File: config.mk
export PLATFORM = sky130hd
export DESIGN_NAME = mds_supervisor
export DESIGN_NICKNAME = d
export VERILOG_FILES = /design/src/mds_pkg.sv /design/src/mds_hold_timer.sv /design/src/mds_supervisor.sv
export VERILOG_INCLUDE_DIRS = /design/src
export SDC_FILE = /design/constraint.sdc
export NUM_CORES = 1
export LEC_CHECK = 0
export BUFFER_PORTS_ARGS = -buffer_cell sky130_fd_sc_hd__buf_4
export CORE_MARGIN = 2
export CORE_UTILIZATION = 43
export DETAILED_ROUTE_END_ITERATION = 10
export PLACE_DENSITY = 0.64
export SLEW_MARGIN = 20
export SYNTH_ARGS = -nofsm -noshare
export SYNTH_HDL_FRONTEND = slang
export SYNTH_SLANG_ARGS = --single-unit
File: constraint.sdc
create_clock -name clock -period 9.8 [get_ports clock]
set_input_delay 0.98 -clock clock [delete_from_list [all_inputs] [get_ports clock]]
set_output_delay 0.98 -clock clock [all_outputs]
set_load 0.02 [all_outputs]
File: src/mds_defs.svh
// Register offsets, field positions, reset values and timing counts
`ifndef MDS_DEFS_SVH
`define MDS_DEFS_SVH
// Register offsets (8-bit register port)
`define MDS_ADDR_FAULT_STATUS 8'h10
`define MDS_ADDR_FAULT_CAUSE 8'h00
`define MDS_ADDR_SPEED_LO 8'h01
`define MDS_ADDR_SPEED_HI 8'h02
`define MDS_ADDR_DEV_CTRL 8'h03
`define MDS_ADDR_NV_CTRL 8'h04
`define MDS_ADDR_PARAM_LO 8'h20
`define MDS_ADDR_PARAM_HI 8'h2B
// Status bit positions
`define MDS_BIT_OVER_TEMP 7
`define MDS_BIT_LOW_POWER 6
`define MDS_BIT_OVER_CURR 5
`define MDS_BIT_ROTOR_BLK 4
// Control bit positions
`define MDS_BIT_LP_INHIBIT 7
`define MDS_BIT_LOAD_SEL 6
`define MDS_BIT_WRITE_GO 0
// Key values and reset values
`define MDS_UNLOCK_KEY 8'hB6
`define MDS_RST_BYTE 8'h00
// Fault cause codes
`define MDS_CAUSE_NONE 8'h00
`define MDS_CAUSE_LOCK 8'h01
// Times in native units and cycle counts at 125 MHz
`define MDS_CLK_MHZ 125
`define MDS_T_ENTER_MS 5
`define MDS_T_EXIT_PIN_US 1
`define MDS_T_EXIT_SB_MS 700
`define MDS_T_LOCK_OFF_MS 5000
`define MDS_T_PROG_MS 24
`define MDS_CYC_ENTER (`MDS_T_ENTER_MS * 1000 * `MDS_CLK_MHZ)
`define MDS_CYC_EXIT_PIN (`MDS_T_EXIT_PIN_US * `MDS_CLK_MHZ)
`define MDS_CYC_EXIT_SB (`MDS_T_EXIT_SB_MS * 1000 * `MDS_CLK_MHZ)
`define MDS_CYC_LOCK_OFF (64'd`MDS_T_LOCK_OFF_MS * 64'd1000 * 64'd125)
`define MDS_CYC_PROG (`MDS_T_PROG_MS * 1000 * `MDS_CLK_MHZ)
`endif

File: src/mds_pkg.sv
// Types shared by the motor driver supervisor
package mds_pkg;
    typedef enum logic [1:0] {
        MDS_SRC_ANALOG,
        MDS_SRC_PWM,
        MDS_SRC_DIGITAL,
        MDS_SRC_RSVD
    } mds_src_t;
    typedef enum {
        MDS_RUN,
        MDS_LOW_POWER
    } mds_pwr_t;
    typedef enum {
        MDS_NV_IDLE,
        MDS_NV_BUSY
    } mds_nv_t;
endpackage

File: src/mds_hold_timer.sv
// Counts how long a qualifying condition has held without a break
`timescale 1ns/1ns
module mds_hold_timer
    import mds_pkg::*;
#(
    parameter int WIDTH = 32
) (
    // Clock and reset
    input wire logic clock,
    input wire logic rst,
    // Condition and target
    input wire logic cond,
    input wire logic [WIDTH-1:0] limit,
    // Result
    output logic done
);
    logic [WIDTH-1:0] cnt_q;

    // Count while the condition holds, restart on any break
    always_ff @(posedge clock or posedge rst)
    begin
        if (rst)
            cnt_q <= '0;
        else if (!cond)
            cnt_q <= '0;
        else if (cnt_q != limit)
            cnt_q <= cnt_q + 1'b1;
    end

    assign done = cond && (cnt_q == limit);
endmodule // mds_hold_timer

File: src/mds_supervisor.sv
// Supervisory control of a sensorless three-phase motor driver
// Function
// - Over-temperature stops drive, flag bit seven
// - Undervoltage locks out drive and register writes
// - Overcurrent tristates outputs, flag bit five
// - Rotor lock stops drive immediately
// - Resume after release interval, repeat if locked
// - Lock sets bit four and fault cause
// - Speed command from one of three sources
// - Peak duty from command, may be reduced
// - One phase grounded, two phases modulated
// - Amplitude scales linearly with peak duty
// - Low power entry stops the drive
// - Sleep disables regulator, bus, volatile registers except source select and inhibit
// - Standby keeps regulator, registers and bus
// - Inhibit blocks entry, never forces exit
// - Low-power flag at status bit six
// - Analog mode thresholds, standby exit higher
// - PWM mode pin low enter, high exit
// - Digital mode zero enters, nonzero exits standby
// - Write-go clears itself after programming
// - PWM enter time five milliseconds
// - PWM exit time one microsecond
// - Analog standby exit seven hundred milliseconds
`timescale 1ns/1ns
`include "mds_defs.svh"
module mds_supervisor
    import mds_pkg::*;
#(
    parameter int SLEEP_VARIANT = 0,
    parameter int ANA_W = 10,
    parameter logic [9:0] ANA_ENTER = 10'h0_009,
    parameter logic [9:0] ANA_EXIT_SB = 10'h0_025,
    parameter int ENTER_CYC = `MDS_CYC_ENTER,
    parameter int EXIT_SB_CYC = `MDS_CYC_EXIT_SB,
    parameter longint LOCK_OFF_CYC = `MDS_CYC_LOCK_OFF,
    parameter int PROG_CYC = `MDS_CYC_PROG
) (
    // Clock and reset
    input wire logic clock,
    input wire logic rst,
    // Register port
    input wire logic reg_wr,
    input wire logic reg_rd,
    input wire logic [7:0] reg_addr,
    input wire logic [7:0] reg_wdata,
    output logic [7:0] reg_rdata,
    // Protection indications
    input wire logic over_temp_in,
    input wire logic undervoltage_in,
    input wire logic over_curr_in,
    input wire logic lock_detect_in,
    // Speed inputs
    input wire logic speed_pin,
    input wire logic [9:0] speed_level,
    input wire logic [9:0] speed_pwm_duty,
    input wire logic [9:0] duty_limit,
    // Drive outputs
    output logic [9:0] output_duty_peak,
    output logic [2:0] phase_pwm_en,
    output logic [2:0] phase_oe,
    output logic drive_active,
    // Power and storage control
    output logic regulator_en,
    output logic bus_en,
    output logic nv_program
);
    logic [7:0] fault_cause_register_q;
    logic [8:0] digital_speed_setting_q;
    logic [1:0] speed_source_select_q;
    logic low_power_inhibit_q;
    logic load_select_q;
    logic [7:0] program_unlock_key_q;
    logic nonvolatile_write_go_q;
    logic [7:0] param_q [12];
    logic rotor_blocked_flag;
    logic over_temperature_flag;
    logic over_current_flag;
    logic [63:0] lock_cnt_q;
    logic lock_hold_q;
    logic lock_retry_q;
    mds_pwr_t pwr_q;
    mds_nv_t nv_q;
    logic [31:0] nv_cnt_q;
    logic [1:0] phase_sel_q;
    logic [9:0] duty_q;
    logic sleep_wipe;
    logic enter_cond, exit_pin_cond, exit_sb_cond;
    logic enter_done, exit_pin_done, exit_sb_done;
    logic [31:0] exit_sb_lim;
    logic run_ok;
    logic [9:0] cmd;
    logic wr_en;

    // Temperature and current flags follow the indications directly; rotor flag also covers the lock hold
    assign over_temperature_flag = over_temp_in;
    assign over_current_flag = over_curr_in;
    assign rotor_blocked_flag = lock_detect_in | lock_hold_q;
    assign sleep_wipe = (SLEEP_VARIANT != 0) && (pwr_q == MDS_LOW_POWER);
    // Writes refused in sleep or lockout
    assign wr_en = reg_wr && bus_en && !undervoltage_in;

    // Host-written control registers
    always_ff @(posedge clock or posedge rst)
    begin
        if (rst)
        begin
            digital_speed_setting_q <= '0;
            speed_source_select_q <= '0;
            low_power_inhibit_q <= 1'b0;
            load_select_q <= 1'b0;
            program_unlock_key_q <= `MDS_RST_BYTE;
        end
        else if (sleep_wipe)
        begin
            digital_speed_setting_q <= '0;
            load_select_q <= 1'b0;
            program_unlock_key_q <= `MDS_RST_BYTE;
        end
        else if (wr_en)
        begin
            unique case (reg_addr)
                `MDS_ADDR_SPEED_LO:
                    digital_speed_setting_q[7:0] <= reg_wdata;
                `MDS_ADDR_SPEED_HI:
                begin
                    digital_speed_setting_q[8] <= reg_wdata[0];
                    speed_source_select_q <= reg_wdata[2:1];
                end
                `MDS_ADDR_DEV_CTRL:
                    program_unlock_key_q <= reg_wdata;
                `MDS_ADDR_NV_CTRL:
                begin
                    low_power_inhibit_q <= reg_wdata[`MDS_BIT_LP_INHIBIT];
                    load_select_q <= reg_wdata[`MDS_BIT_LOAD_SEL];
                end
                default:
                    ;
            endcase
        end
    end

    // Parameter registers, retained as they are backed by storage
    always_ff @(posedge clock or posedge rst)
    begin
        if (rst)
        begin
            for (int i = 0; i < 12; i++)
                param_q[i] <= `MDS_RST_BYTE;
        end
        else if (wr_en && reg_addr >= `MDS_ADDR_PARAM_LO
                 && reg_addr <= `MDS_ADDR_PARAM_HI)
            param_q[4'(reg_addr - `MDS_ADDR_PARAM_LO)] <= reg_wdata;
    end

    // Programming sequence: go only with load select and key
    always_ff @(posedge clock or posedge rst)
    begin
        if (rst)
        begin
            nv_q <= MDS_NV_IDLE;
            nv_cnt_q <= '0;
            nonvolatile_write_go_q <= 1'b0;
        end
        else
        begin
            unique case (nv_q)
                MDS_NV_IDLE:
                    if (wr_en && reg_addr == `MDS_ADDR_NV_CTRL
                        && reg_wdata[`MDS_BIT_WRITE_GO] && load_select_q
                        && program_unlock_key_q == `MDS_UNLOCK_KEY)
                    begin
                        nv_q <= MDS_NV_BUSY;
                        nv_cnt_q <= '0;
                        nonvolatile_write_go_q <= 1'b1;
                    end
                MDS_NV_BUSY:
                    if (nv_cnt_q == 32'(PROG_CYC - 1))
                    begin
                        nv_q <= MDS_NV_IDLE;
                        nonvolatile_write_go_q <= 1'b0;
                    end
                    else
                        nv_cnt_q <= nv_cnt_q + 1'b1;
            endcase
        end
    end
    assign nv_program = nonvolatile_write_go_q;

    // Lock protection: stop at once, hold, retry
    always_ff @(posedge clock or posedge rst)
    begin
        if (rst)
        begin
            lock_hold_q <= 1'b0;
            lock_cnt_q <= '0;
        end
        else if (!lock_hold_q)
        begin
            if (lock_detect_in)
            begin
                lock_hold_q <= 1'b1;
                lock_cnt_q <= '0;
            end
        end
        else if (lock_cnt_q == 64'(LOCK_OFF_CYC - 1))
            lock_hold_q <= 1'b0;
        else
            lock_cnt_q <= lock_cnt_q + 1'b1;
    end

    // One cycle of drive after a release retries a lasting lock
    always_ff @(posedge clock or posedge rst)
    begin
        if (rst)
            lock_retry_q <= 1'b0;
        else
            lock_retry_q <= lock_hold_q && lock_detect_in
                            && lock_cnt_q == 64'(LOCK_OFF_CYC - 1);
    end

    // Cause kept for diagnosis, cleared in sleep
    always_ff @(posedge clock or posedge rst)
    begin
        if (rst)
            fault_cause_register_q <= `MDS_CAUSE_NONE;
        else if (lock_detect_in)
            fault_cause_register_q <= `MDS_CAUSE_LOCK;
        else if (sleep_wipe)
            fault_cause_register_q <= `MDS_CAUSE_NONE;
    end

    // Low-power conditions per speed source
    always_comb
    begin
        enter_cond = 1'b0;
        exit_sb_cond = speed_pin;
        exit_sb_lim = 32'(`MDS_CYC_EXIT_PIN);
        unique case (mds_src_t'(speed_source_select_q))
            MDS_SRC_ANALOG:
            begin
                enter_cond = speed_level < ANA_ENTER;
                exit_sb_cond = speed_level > ANA_EXIT_SB;
                exit_sb_lim = 32'(EXIT_SB_CYC);
            end
            MDS_SRC_PWM:
                enter_cond = !speed_pin;
            MDS_SRC_DIGITAL:
            begin
                enter_cond = digital_speed_setting_q == 9'h0_00;
                exit_sb_cond = digital_speed_setting_q != 9'h0_00;
            end
            default:
                ;
        endcase
    end
    assign exit_pin_cond = speed_pin && (pwr_q == MDS_LOW_POWER);

    // Duration timers restart on interruption
    mds_hold_timer #(.WIDTH(32)) u_enter (
        .clock(clock),
        .rst(rst),
        .cond(enter_cond && pwr_q == MDS_RUN && !low_power_inhibit_q),
        .limit(32'(ENTER_CYC - 1)),
        .done(enter_done)
    );
    mds_hold_timer #(.WIDTH(32)) u_exit_pin (
        .clock(clock),
        .rst(rst),
        .cond(exit_pin_cond),
        .limit(32'(`MDS_CYC_EXIT_PIN - 1)),
        .done(exit_pin_done)
    );
    mds_hold_timer #(.WIDTH(32)) u_exit_sb (
        .clock(clock),
        .rst(rst),
        .cond(exit_sb_cond && pwr_q == MDS_LOW_POWER),
        .limit(exit_sb_lim - 1'b1),
        .done(exit_sb_done)
    );

    // Low-power state; inhibit only blocks entry
    always_ff @(posedge clock or posedge rst)
    begin
        if (rst)
            pwr_q <= MDS_RUN;
        else
        begin
            unique case (pwr_q)
                MDS_RUN:
                    if (enter_done)
                        pwr_q <= MDS_LOW_POWER;
                MDS_LOW_POWER:
                    if (SLEEP_VARIANT != 0 ? exit_pin_done
                        : exit_sb_done)
                        pwr_q <= MDS_RUN;
            endcase
        end
    end
    assign regulator_en = !sleep_wipe;
    assign bus_en = !sleep_wipe;

    // Drive is allowed only with no undervoltage, over-temperature, lock or low power
    assign run_ok = !undervoltage_in && !over_temp_in
                    && !lock_hold_q
                    && (!lock_detect_in || lock_retry_q)
                    && pwr_q == MDS_RUN;

    // Command source select and duty limiting
    always_comb
    begin
        unique case (mds_src_t'(speed_source_select_q))
            MDS_SRC_ANALOG: cmd = speed_level;
            MDS_SRC_PWM: cmd = speed_pwm_duty;
            MDS_SRC_DIGITAL: cmd = {digital_speed_setting_q, 1'b0};
            default: cmd = '0;
        endcase
    end

    // Peak duty register, the command clamped to the duty limit
    always_ff @(posedge clock or posedge rst)
    begin
        if (rst)
            duty_q <= '0;
        else if (!run_ok)
            duty_q <= '0;
        else
            duty_q <= (cmd > duty_limit) ? duty_limit : cmd;
    end
    assign output_duty_peak = duty_q;

    // Rotate the grounded phase around the three
    always_ff @(posedge clock or posedge rst)
    begin
        if (rst)
            phase_sel_q <= '0;
        else if (run_ok)
            phase_sel_q <= (phase_sel_q == 2'd2) ? 2'd0 : phase_sel_q + 1'b1;
    end
    always_comb
    begin
        phase_pwm_en = 3'b111 & ~(3'b001 << phase_sel_q);
        if (!run_ok)
            phase_pwm_en = '0;
    end
    assign phase_oe = over_curr_in ? 3'b000 : 3'b111;
    assign drive_active = run_ok && !over_curr_in;

    // Register read data
    always_ff @(posedge clock or posedge rst)
    begin
        if (rst)
            reg_rdata <= '0;
        else if (reg_rd && bus_en)
        begin
            reg_rdata <= '0;
            if (reg_addr == `MDS_ADDR_FAULT_STATUS)
            begin
                reg_rdata[`MDS_BIT_OVER_TEMP] <= over_temperature_flag;
                reg_rdata[`MDS_BIT_LOW_POWER] <= pwr_q == MDS_LOW_POWER;
                reg_rdata[`MDS_BIT_OVER_CURR] <= over_current_flag;
                reg_rdata[`MDS_BIT_ROTOR_BLK] <= rotor_blocked_flag;
            end
            else if (reg_addr == `MDS_ADDR_FAULT_CAUSE)
                reg_rdata <= fault_cause_register_q;
            else if (reg_addr == `MDS_ADDR_SPEED_LO)
                reg_rdata <= digital_speed_setting_q[7:0];
            else if (reg_addr == `MDS_ADDR_SPEED_HI)
                reg_rdata <= {5'h0_0, speed_source_select_q,
                              digital_speed_setting_q[8]};
            else if (reg_addr == `MDS_ADDR_NV_CTRL)
                reg_rdata <= {low_power_inhibit_q, load_select_q, 5'h0_0,
                              nonvolatile_write_go_q};
            else if (reg_addr >= `MDS_ADDR_PARAM_LO
                     && reg_addr <= `MDS_ADDR_PARAM_HI)
                reg_rdata <= param_q[4'(reg_addr - `MDS_ADDR_PARAM_LO)];
        end
    end
endmodule // mds_supervisor

* Word level (Yosys, flattened, before mapping) *
Index checks and enable logic that the tools add are counted.

storage, ports and cells
  register bits = 365
  input port bits = 55

cells by class
  $add $sub $neg = 7
  order comparisons = 7
  equality and inequality tests = 26
  shift-type cells = 1
  muxes and demuxes = 44
  bitwise logic cells = 3
  reductions and logical operators = 45

operator list
  kind                                                     number
  2-to-1 mux 32 bit                                        10
  2-to-1 mux 64 bit                                        3
  one-hot mux 32 bit (2 select lines)                      3
  adder 32 x 1 -> 32 bit, second input constant            3
  bitwise mux 96 bit                                       1
  logical NOT 32 bit                                       3
  adder 64 x 1 -> 64 bit, second input constant            1
  == test 32 x 1 -> 1 bit, second input constant           2
  == test 64 x 30 -> 1 bit, second input constant          1
  2-to-1 mux 8 bit                                         8
  binary-select mux 8 bit (select 4 bit)                   1
  demux 8 bit (select 4 bit)                               1
  == test 32 x 2 -> 1 bit, second input constant           1
  == test 32 x 20 -> 1 bit, second input constant          1
  == test 32 x 22 -> 1 bit, second input constant          1
  == test 32 bit                                           1
  inequality test 32 x 20 -> 1 bit, second input constant  1
  inequality test 32 bit                                   1
  subtractor 32 x 1 -> 32 bit, second input constant       1
  one-hot mux 10 bit (3 select lines)                      1
  2-to-1 mux 27 bit                                        1
  logical AND 1 bit                                        21
  2-to-1 mux 10 bit                                        2
  == test 8 x 2 -> 1 bit, second input constant            2
  34 further kinds                                         62

* Logic depth before layout (Yosys ltp) *
Gate-level depths: netlist (run 1).

  depth after elaboration = 11
  gate-level depth with buffers = 13

* Modules after synthesis *
Synthesis (run 1) repeated with hierarchy kept, for this count alone.

second synthesis, totals
  cell total of the unflattened synthesis = 1629
  area total of the unflattened synthesis = 16771.1 um^2

modules (own cells, without submodules)
  module          times used  cells each  area each (um^2)
  mds_supervisor  1           1115        12189.2
  mds_hold_timer  2           257         2290.9

* Least setup slack after synthesis (run 1) *
OpenSTA, ideal clock, no wires.

  kind = input-to-output
  start = input undervoltage_in
  end = output phase_pwm_en[2]
  arrival time = 1962 ps
  data required time = 8820 ps
  setup slack = 6858 ps
  cell stages on the path = 4
  path buffers = 1
  cells stage by stage = nor4_1 o21ai_1 clkbuf_1 a21oi_1

on the way
  cells in the longest elaborated chain, start to end = 6

RTL lines
  what               RTL line               source
  from (decl)        mds_supervisor.sv:50   input wire logic undervoltage_in,
  logical NOT 1 bit  mds_supervisor.sv:304  assign run_ok = !undervoltage_in && !over_temp_in
  logical AND 1 bit  mds_supervisor.sv:304
  logical AND 1 bit  mds_supervisor.sv:305  && !lock_hold_q
  logical AND 1 bit  mds_supervisor.sv:306  && (!lock_detect_in || lock_retry_q)
  logical AND 1 bit  mds_supervisor.sv:307  && pwr_q == MDS_RUN;
  2-to-1 mux 3 bit   mds_supervisor.sv:343  if (!run_ok)
  to (decl)          mds_supervisor.sv:60   output logic [2:0] phase_pwm_en,

Every way passes these cells.

* Worst setup path after layout (run 1) *
  start = register speed_source_select_q[1]
  end = register duty_q[0] (netlist: output_duty_peak[0])

on the way
  cells in the longest elaborated chain, start to end = 5

RTL lines
  what                                     RTL line               source
  from (decl)                              mds_supervisor.sv:70   logic [1:0] speed_source_select_q;
  from (signal assigned)                   mds_supervisor.sv:128  speed_source_select_q <= reg_wdata[2:1];
  == test 2 bit (tied with other cells)    mds_supervisor.sv:312  unique case (mds_src_t'(speed_source_select_q))
  one-hot mux 10 bit (3 select lines) (*)  mds_supervisor.sv:312
  > comparator 10 bit                      mds_supervisor.sv:328  duty_q <= (cmd > duty_limit) ? duty_limit : cmd;
  2-to-1 mux 10 bit (*)                    mds_supervisor.sv:328
  2-to-1 mux 10 bit (*)                    mds_supervisor.sv:325  else if (!run_ok)
  to (signal assigned)                     mds_supervisor.sv:328
  to (decl)                                mds_supervisor.sv:86   logic [9:0] duty_q;

Every way passes the cells marked *; elsewhere a longest branch is shown, timed or not.
A chain may end at the register's enable or synchronous reset.

==> run_results.csv, run 1 <==
group,metric,value,unit
final_layout,layout_common_cells,"dfrtp_1 (302), nor2_1 (188), mux2_2 (119)",
synth,ys_seq_elements,302,
drt,viasPerCell,5.81,
grt,gr-usage-all-layers,20.5,%
worst_setup_path,cp-start-kind,"register",
drt,firstDrtPassIters,8,
sta,report.final.setup_viol,0,
drt,route.vias.total,11900,
worst_setup_path,crit_path_max_fanout,16,
pwr,irDropWorstVdd,0.109,mV
sta,tns,0,ps
clock_network,clk_pin_slew,60,ps
pwr,power.share.combinational,7.0,%
synth,synth.area.top_cells,"dfrtp_1 (48%), mux2_2 (8.5%), xnor2_1 (4.6%)",
min_path,worstHoldPathType,"input port to asynchronous set/reset pin",
worst_setup_path,rr_worst_depth,11,
final_layout,multi_input_area,7660,sq um
sta,grt_setup_unrepaired,"false",
grt,overflow,0,
synth,netlist-cell-type-count,74,
pwr,power.net_switching,696,uW
floorplan,initial_core_utilization,43.9,%
floorplan,core_area,35700,sq um
worst_setup_path,rrSetupSlack,6360,ps
sta,final_critical_path_setup_slack,6360,ps
pwr,power.sequential.fraction,47.3,%
synth,synth.cell_area,15700,sq um
grt,grt_antenna_before_repair,0,
synth,synthesis.yosys.warnings,0,
worst_setup_path,critPathArrivalTime,3880,ps
sta,report.final.hold_viol_count,0,
grt,grt_pass1_vias,11600,
drt,route.final.wire_length,38.7,mm
outcome,status,"complete, no violations",
synth,synth_edf_count,0,
final_layout,fill_count,3259,
grt,grt_start_max_net_pins,165,
clock_network,clkSinkCount,302,
synth,async_set_reset_flop_share_out_of_synthesis,100,%
synth,netlist_instances,1514,
floorplan,die_span_y,195,microns
sta,max_slew_violation_count,0,
final_layout,final_nets,1633,
run,cap_violations,0,
clock_network,max-clock-path-buffers,3,
clock_network,cts_inserted_buffers,35,
placement,detailed_place_hpwl,26.1,mm
pwr,power_leakage,0.00761,uW
clock_network,tritoncts,"built",
synth,synthDominantCellAreaShare,48.2,%
worst_setup_path,worst-setup-path-type,"register to register",
worst_setup_path,r2r_start,"speed_source_select_q[1]",
final_layout,mostFrequentLayoutCell,"dfrtp_1",
placement,place_ws,6330,ps
sta,slew_at_the_pin_closest_to_its_max_slew_limit,908,ps
floorplan,die_area,38000,sq um
floorplan,ioPinCount,83,
clock_network,cts_root_buf,"clkbuf_16",
clock_network,ctsResizeCount,0,
placement,port-buffer-count,80,
clock_network,htree_num_levels,2,
worst_setup_path,worst_r2r_endpoint,"output_duty_peak[0]",
worst_setup_path,worst_ep_required_time,10240,ps
synth,ys_dominant_reg_cell,"dfrtp_1",
final_layout,sequential_cell_area,7560,sq um
final_layout,syn2layout_area_growth,13.6,%
sta,timing.max_slew.rel_slack,39.0,%
final_layout,drive_gt1_share,20.1,%
floorplan,die_x,195,microns
sta,fin_crit_sh,35.1,%
clock_network,cts-hold-fix-buffers,0,
synth,post-synth-top-area-cell,"dfrtp_1",
floorplan,std_cell_rows,69,
clock_network,cts_post_setup_buffers_inserted,0,
grt,wire_length_of_the_first_global_routing_pass,63.0,mm
pwr,power.clock.fraction,45.8,%
synth,portion_of_the_post_synthesis_area_used_by_sequential_elements,48.2,%
clock_network,insertion_delay,530,ps
worst_setup_path,critPathCaptureType,"register",
sta,post-route-min-period,3440,ps
pwr,p_sw_share,24.6,%
synth,syn_area_per_cell,10.4,sq um
pwr,internal_power,2130,uW
sta,fmax,0.290,GHz
placement,place_congestion,0.871,
drt,drt_first_iter_violations,911,
drt,drt.antenna.violating_nets,0,
drt,wl_per_cell,18.9,microns
sta,clock_tree_skew_after_final_layout,14.2,ps
drt,drc,0,
final_layout,diodes,0,
pwr,pwr_density_cell,159,nW/um^2
==> critical path, cell delays in order (launching register included) <==
cell,delay [ps]
dfrtp_1,630
nor2b_1,590
nand2_1,100
o21ai_0,150
ha_1,310
o21ai_0,160
a21oi_1,60
o41ai_1,300
a31oi_1,330
buf_4,280
or2_2,270
a21oi_1,180
==> sequential cells by signal, indices dropped and copies added (netlist names), 9 cells and up <==
| register | cells |
|---|---|
| param_q | 96 |
| lock_cnt_q | 64 |
| nv_cnt_q | 32 |
| u_enter.cnt_q | 32 |
| u_exit_sb.cnt_q | 32 |
| output_duty_peak | 10 |
| digital_speed_setting_q | 9 |
==> power groups by stage <==
stage	Sequential, uW	Clock, uW	Combinational (uW)
6_report	1330	1290	197
5_1_grt	1340	1370	223
4_1_cts	1330	1320	199
3_5_place_dp	1360	0	198
3_3_place_gp	1350	0	194
2_1_floorplan	1340	0	142
==> logic make-up (layout without fill, tap and decap cells) <==
| group | count (synthesis) | count (layout) | share of synthesized area [%] |
|---|---|---|---|
| AND/OR/NAND/NOR | 623 | 623 | 20.3 |
| XOR/XNOR | 119 | 119 | 6.65 |
| adder cells (fa/ha/maj) | 14 | 14 | 1.12 |
| buffers and inverters | 119 | 195 | 3.07 |
| other | 1 | 2 | 0.0239 |
| AO/OA/AOI/OAI | 168 | 168 | 7.08 |
| flip-flops | 302 | 302 | 48.2 |
| multiplexers | 168 | 168 | 13.6 |
==> metrics by stage <==
step	instance area [sq um]	util, %	hold slack [ps]	std cells	total power (uW)
final	17800	49.8	461	2052	2820
after global placement	16600	46.5	483	1987	1550
after detailed placement	16600	46.6	488	1987	1550
after global routing	17800	49.8	484	2052	2930
after CTS	17800	49.8	503	2051	2850
after floorplan	15700	-	440	1515	1480
==> cell usage after synthesis (7+ instances only) <==
| cell type | count |
|---|---|
| a211oi_1 | 17 |
| a21oi_1 | 41 |
| a31oi_1 | 13 |
| and3_1 | 30 |
| and4_1 | 7 |
| clkbuf_1 | 63 |
| dfrtp_1 | 302 |
| ha_1 | 14 |
| inv_1 | 39 |
| mux2_2 | 119 |
| mux2i_1 | 24 |
| mux4_2 | 24 |
| nand2_1 | 104 |
| nand2b_1 | 12 |
| nand3_1 | 74 |
| nand4_1 | 47 |
| nor2_1 | 189 |
| nor2b_1 | 11 |
| nor3_1 | 38 |
| nor4_1 | 47 |
| nor4b_1 | 9 |
| o211ai_1 | 7 |
| o21ai_0 | 37 |
| or3_1 | 10 |
| xnor2_1 | 82 |
| xor2_1 | 37 |
==> layout make-up <==
type / count / share of cell area (%)
inverter: 39 / 0.864
multi-input combinational: 1094 / 43.0
clock inverter: 13 / 0.590
sequential: 302 / 42.4
timing repair buffer: 92 / 4.06
tap: 461 / 3.24
clock buffer: 51 / 5.82
==> how the worst max path moves through the flow <==
stage,start,to,slack [ps]
after detailed placement,reg_addr[4],nv_cnt_q[28],6330
after global placement,reg_addr[4],nv_cnt_q[28],6360
after global routing,speed_source_select_q[0],output_duty_peak[0],5980
final,speed_source_select_q[1],output_duty_peak[0],6360
after floorplan,rst,digital_speed_setting_q[0],470
after CTS,speed_source_select_q[1],output_duty_peak[0],6320
==> routing by layer <==
metal | track usage [%] | vias to the layer above | routed length [microns]
met5 | 0 | - | 0
met4 | 4.98 | 0 | 708
met3 | 3.02 | 47 | 1910
met2 | 33.4 | 304 | 18500
met1 | 28.9 | 6019 | 17600
li1 | - | 5544 | -
Note: power is estimated with default switching activity, not from simulation.
==> run 2: changes to the inputs <==
Settings changed: PLACE_DENSITY 0.64 to 0.61.
Clock period 9.8 ns to 3.61 ns, I/O delays scaled along.
==> run 2 against run 1 <==
  * Global-route usage rose by 0.52 points
  * Count of clock-buffer cells in the layout decreased by 2
  * Setup slack lost 5600 ps
  * Sequential cell count unchanged
  * Register-to-register slack lost 5600 ps
==> run_results.csv, run 2 (same netlist as run 1, synthesis figures left out) <==
group,metric,value,unit
pwr,irDropWorstVdd,0.360,mV
floorplan,core_area,35700,sq um
floorplan,std_cell_rows,69,
clock_network,clkSinkCount,302,
grt,overflow,0,
drt,drc,0,
floorplan,ioPinCount,83,
placement,port-buffer-count,80,
final_layout,most_flop_heavy_register,"param_q",
final_layout,top_registers,"param_q (96), lock_cnt_q (64)",
sta,fin_crit_sh,80.1,%
drt,drt_first_iter_violations,699,
clock_network,cts_inserted_buffers,37,
sta,fmax,0.346,GHz
clock_network,tritoncts,"built",
worst_setup_path,cell_chain_of_the_critical_path,"nor2b_1 > nand2_1 > o21ai_0 > ha_1 > nand4_1 > nor3_1 > a21o_1 > a31oi_1 > buf_4 > nor2_1 > a211oi_1",
clock_network,htree_num_levels,2,
grt,grt_pass1_vias,11700,
clock_network,cts_post_setup_buffers_inserted,0,
worst_setup_path,crit_path_max_fanout,12,
pwr,power_leakage,0.00777,uW
final_layout,mostFrequentLayoutCell,"dfrtp_1",
drt,wl_per_cell,19.0,microns
sta,slew_at_the_pin_closest_to_its_max_slew_limit,890,ps
final_layout,final_nets,1651,
clock_network,cts_root_buf,"clkbuf_16",
drt,route.final.wire_length,39.3,mm
grt,grt_antenna_before_repair,0,
pwr,totalPowerFinal,8270,uW
clock_network,clk_pin_slew,60,ps
floorplan,die_area,38000,sq um
clock_network,max-clock-path-buffers,3,
worst_setup_path,critPathArrivalTime,3320,ps
sta,post-route-min-period,2890,ps
outcome,status,"complete, no violations",
placement,detailed_place_hpwl,27.0,mm
clock_network,insertion_delay,550,ps
final_layout,syn2layout_area_growth,15.6,%
final_layout,diodes,0,
worst_setup_path,critPathSlowestCell,"a31oi_1",
drt,drt.antenna.violating_nets,0,
worst_setup_path,worst_ep_required_time,4040,ps
sta,report.final.hold_viol_count,0,
min_path,timing.hold.worst_path_depth,2,
worst_setup_path,cp-start-kind,"register",
worst_setup_path,longest_individual_stage_delay_on_the_worst_path,520,ps
sta,grt_setup_unrepaired,"false",
grt,wire_length_of_the_first_global_routing_pass,64.5,mm
worst_setup_path,critPathCaptureType,"register",
sta,timing.max_slew.rel_slack,40.4,%
drt,viasPerCell,5.71,
final_layout,largest_register_ffs,96,
placement,place_congestion,0.862,
drt,firstDrtPassIters,5,
min_path,worstHoldPathType,"input port to register",
sta,max_slew_violation_count,0,
worst_setup_path,worst-setup-path-type,"register to register",
floorplan,die_x,195,microns
pwr,pwr_density_cell,456,nW/um^2
final_layout,layout_common_cells,"dfrtp_1 (302), nor2_1 (188), mux2_2 (119)",
final_layout,drive_gt1_share,20.8,%
worst_setup_path,rr_worst_depth,11,
sta,tns,0,ps
sta,clock_tree_skew_after_final_layout,26.1,ps
grt,grt_start_max_net_pins,109,
run,cap_violations,0,
floorplan,initial_core_utilization,43.9,%
sta,report.final.setup_viol,0,
floorplan,die_span_y,195,microns
grt,gr-usage-all-layers,21.0,%
drt,route.vias.total,11800,
[run 2: changes by cell type in the layout (fill, tap and decap cells not counted), sizes merged]
cell / before / now
buf: 92 / 107
bufinv: 1 / 8
clkinv: 11 / 7
clkbuf: 51 / 49
clkinvlp: 0 / 2
dlygate4sd3: 0 / 1
inv: 40 / 39
[run 2: path summary, 6_finish.rpt]
kind                                          start             endpoint  slack [ps]
max                        speed_source_select_q[1]  output_duty_peak[9]         720
min reg2reg                            reg_rdata[2]         reg_rdata[2]         490
max in group asynchronous                       rst          nv_cnt_q[4]        2280
min                                  lock_detect_in        lock_cnt_q[1]          70
min in group asynchronous                       rst          param_q[12]         370
max reg2reg                speed_source_select_q[1]  output_duty_peak[9]         720
[run 2: final cells by class]
cell class	count	area (sq um)
Timing Repair Buffer	108	851
Inverter	39	150
Tap cell	461	577
Clock buffer	49	1030
Fill cell	3290	17600
Clock inverter	17	314
Multi-Input combinational cell	1094	7650
Sequential cell	302	7560
[run 2: repair_timing]
item	CTS	global route
hold buffers	1	0
hold endpoints to repair	9	0
resized for setup	0	0
[run 2: worst max-delay path, delay by kind of cell, from the launching register on]
family / cells / cell delay (ps)
AOI/OAI and AO/OA: 4 / 1050
and+or+nand+nor: 5 / 750
DFF: 1 / 370
adders and majority gates: 1 / 310
buffers and inverters: 1 / 290
[run 2: per-stage QoR]
stage          hold slack (ps)  std cells  setup WS (ps)  instance area, sq um  util (%)
5_1_grt                   73.0       2070            377                 18100      50.7
6_report                  68.2       2070            718                 18100      50.7
2_1_floorplan              440       1515           -766                 15700         -
4_1_cts                   47.6       2070            717                 18100      50.7
3_5_place_dp               381       2003            750                 16800      46.9
3_3_place_gp               371       2003            868                 16800      46.9
[run 2: where the power goes]
group | internal, uW | switching (uW)
clock | 2600 | 1500
sequential | 3490 | 128
combinational | 220 | 331
total | 6310 | 1960
[run 2: metal layers]
metal,track usage [%],share of wire [%],up-vias
met5,0,0,-
met4,6.30,2.3,0
met3,3.37,4.7,56
met2,33.3,46,272
met1,29.8,47,5924
li1,-,-,5572
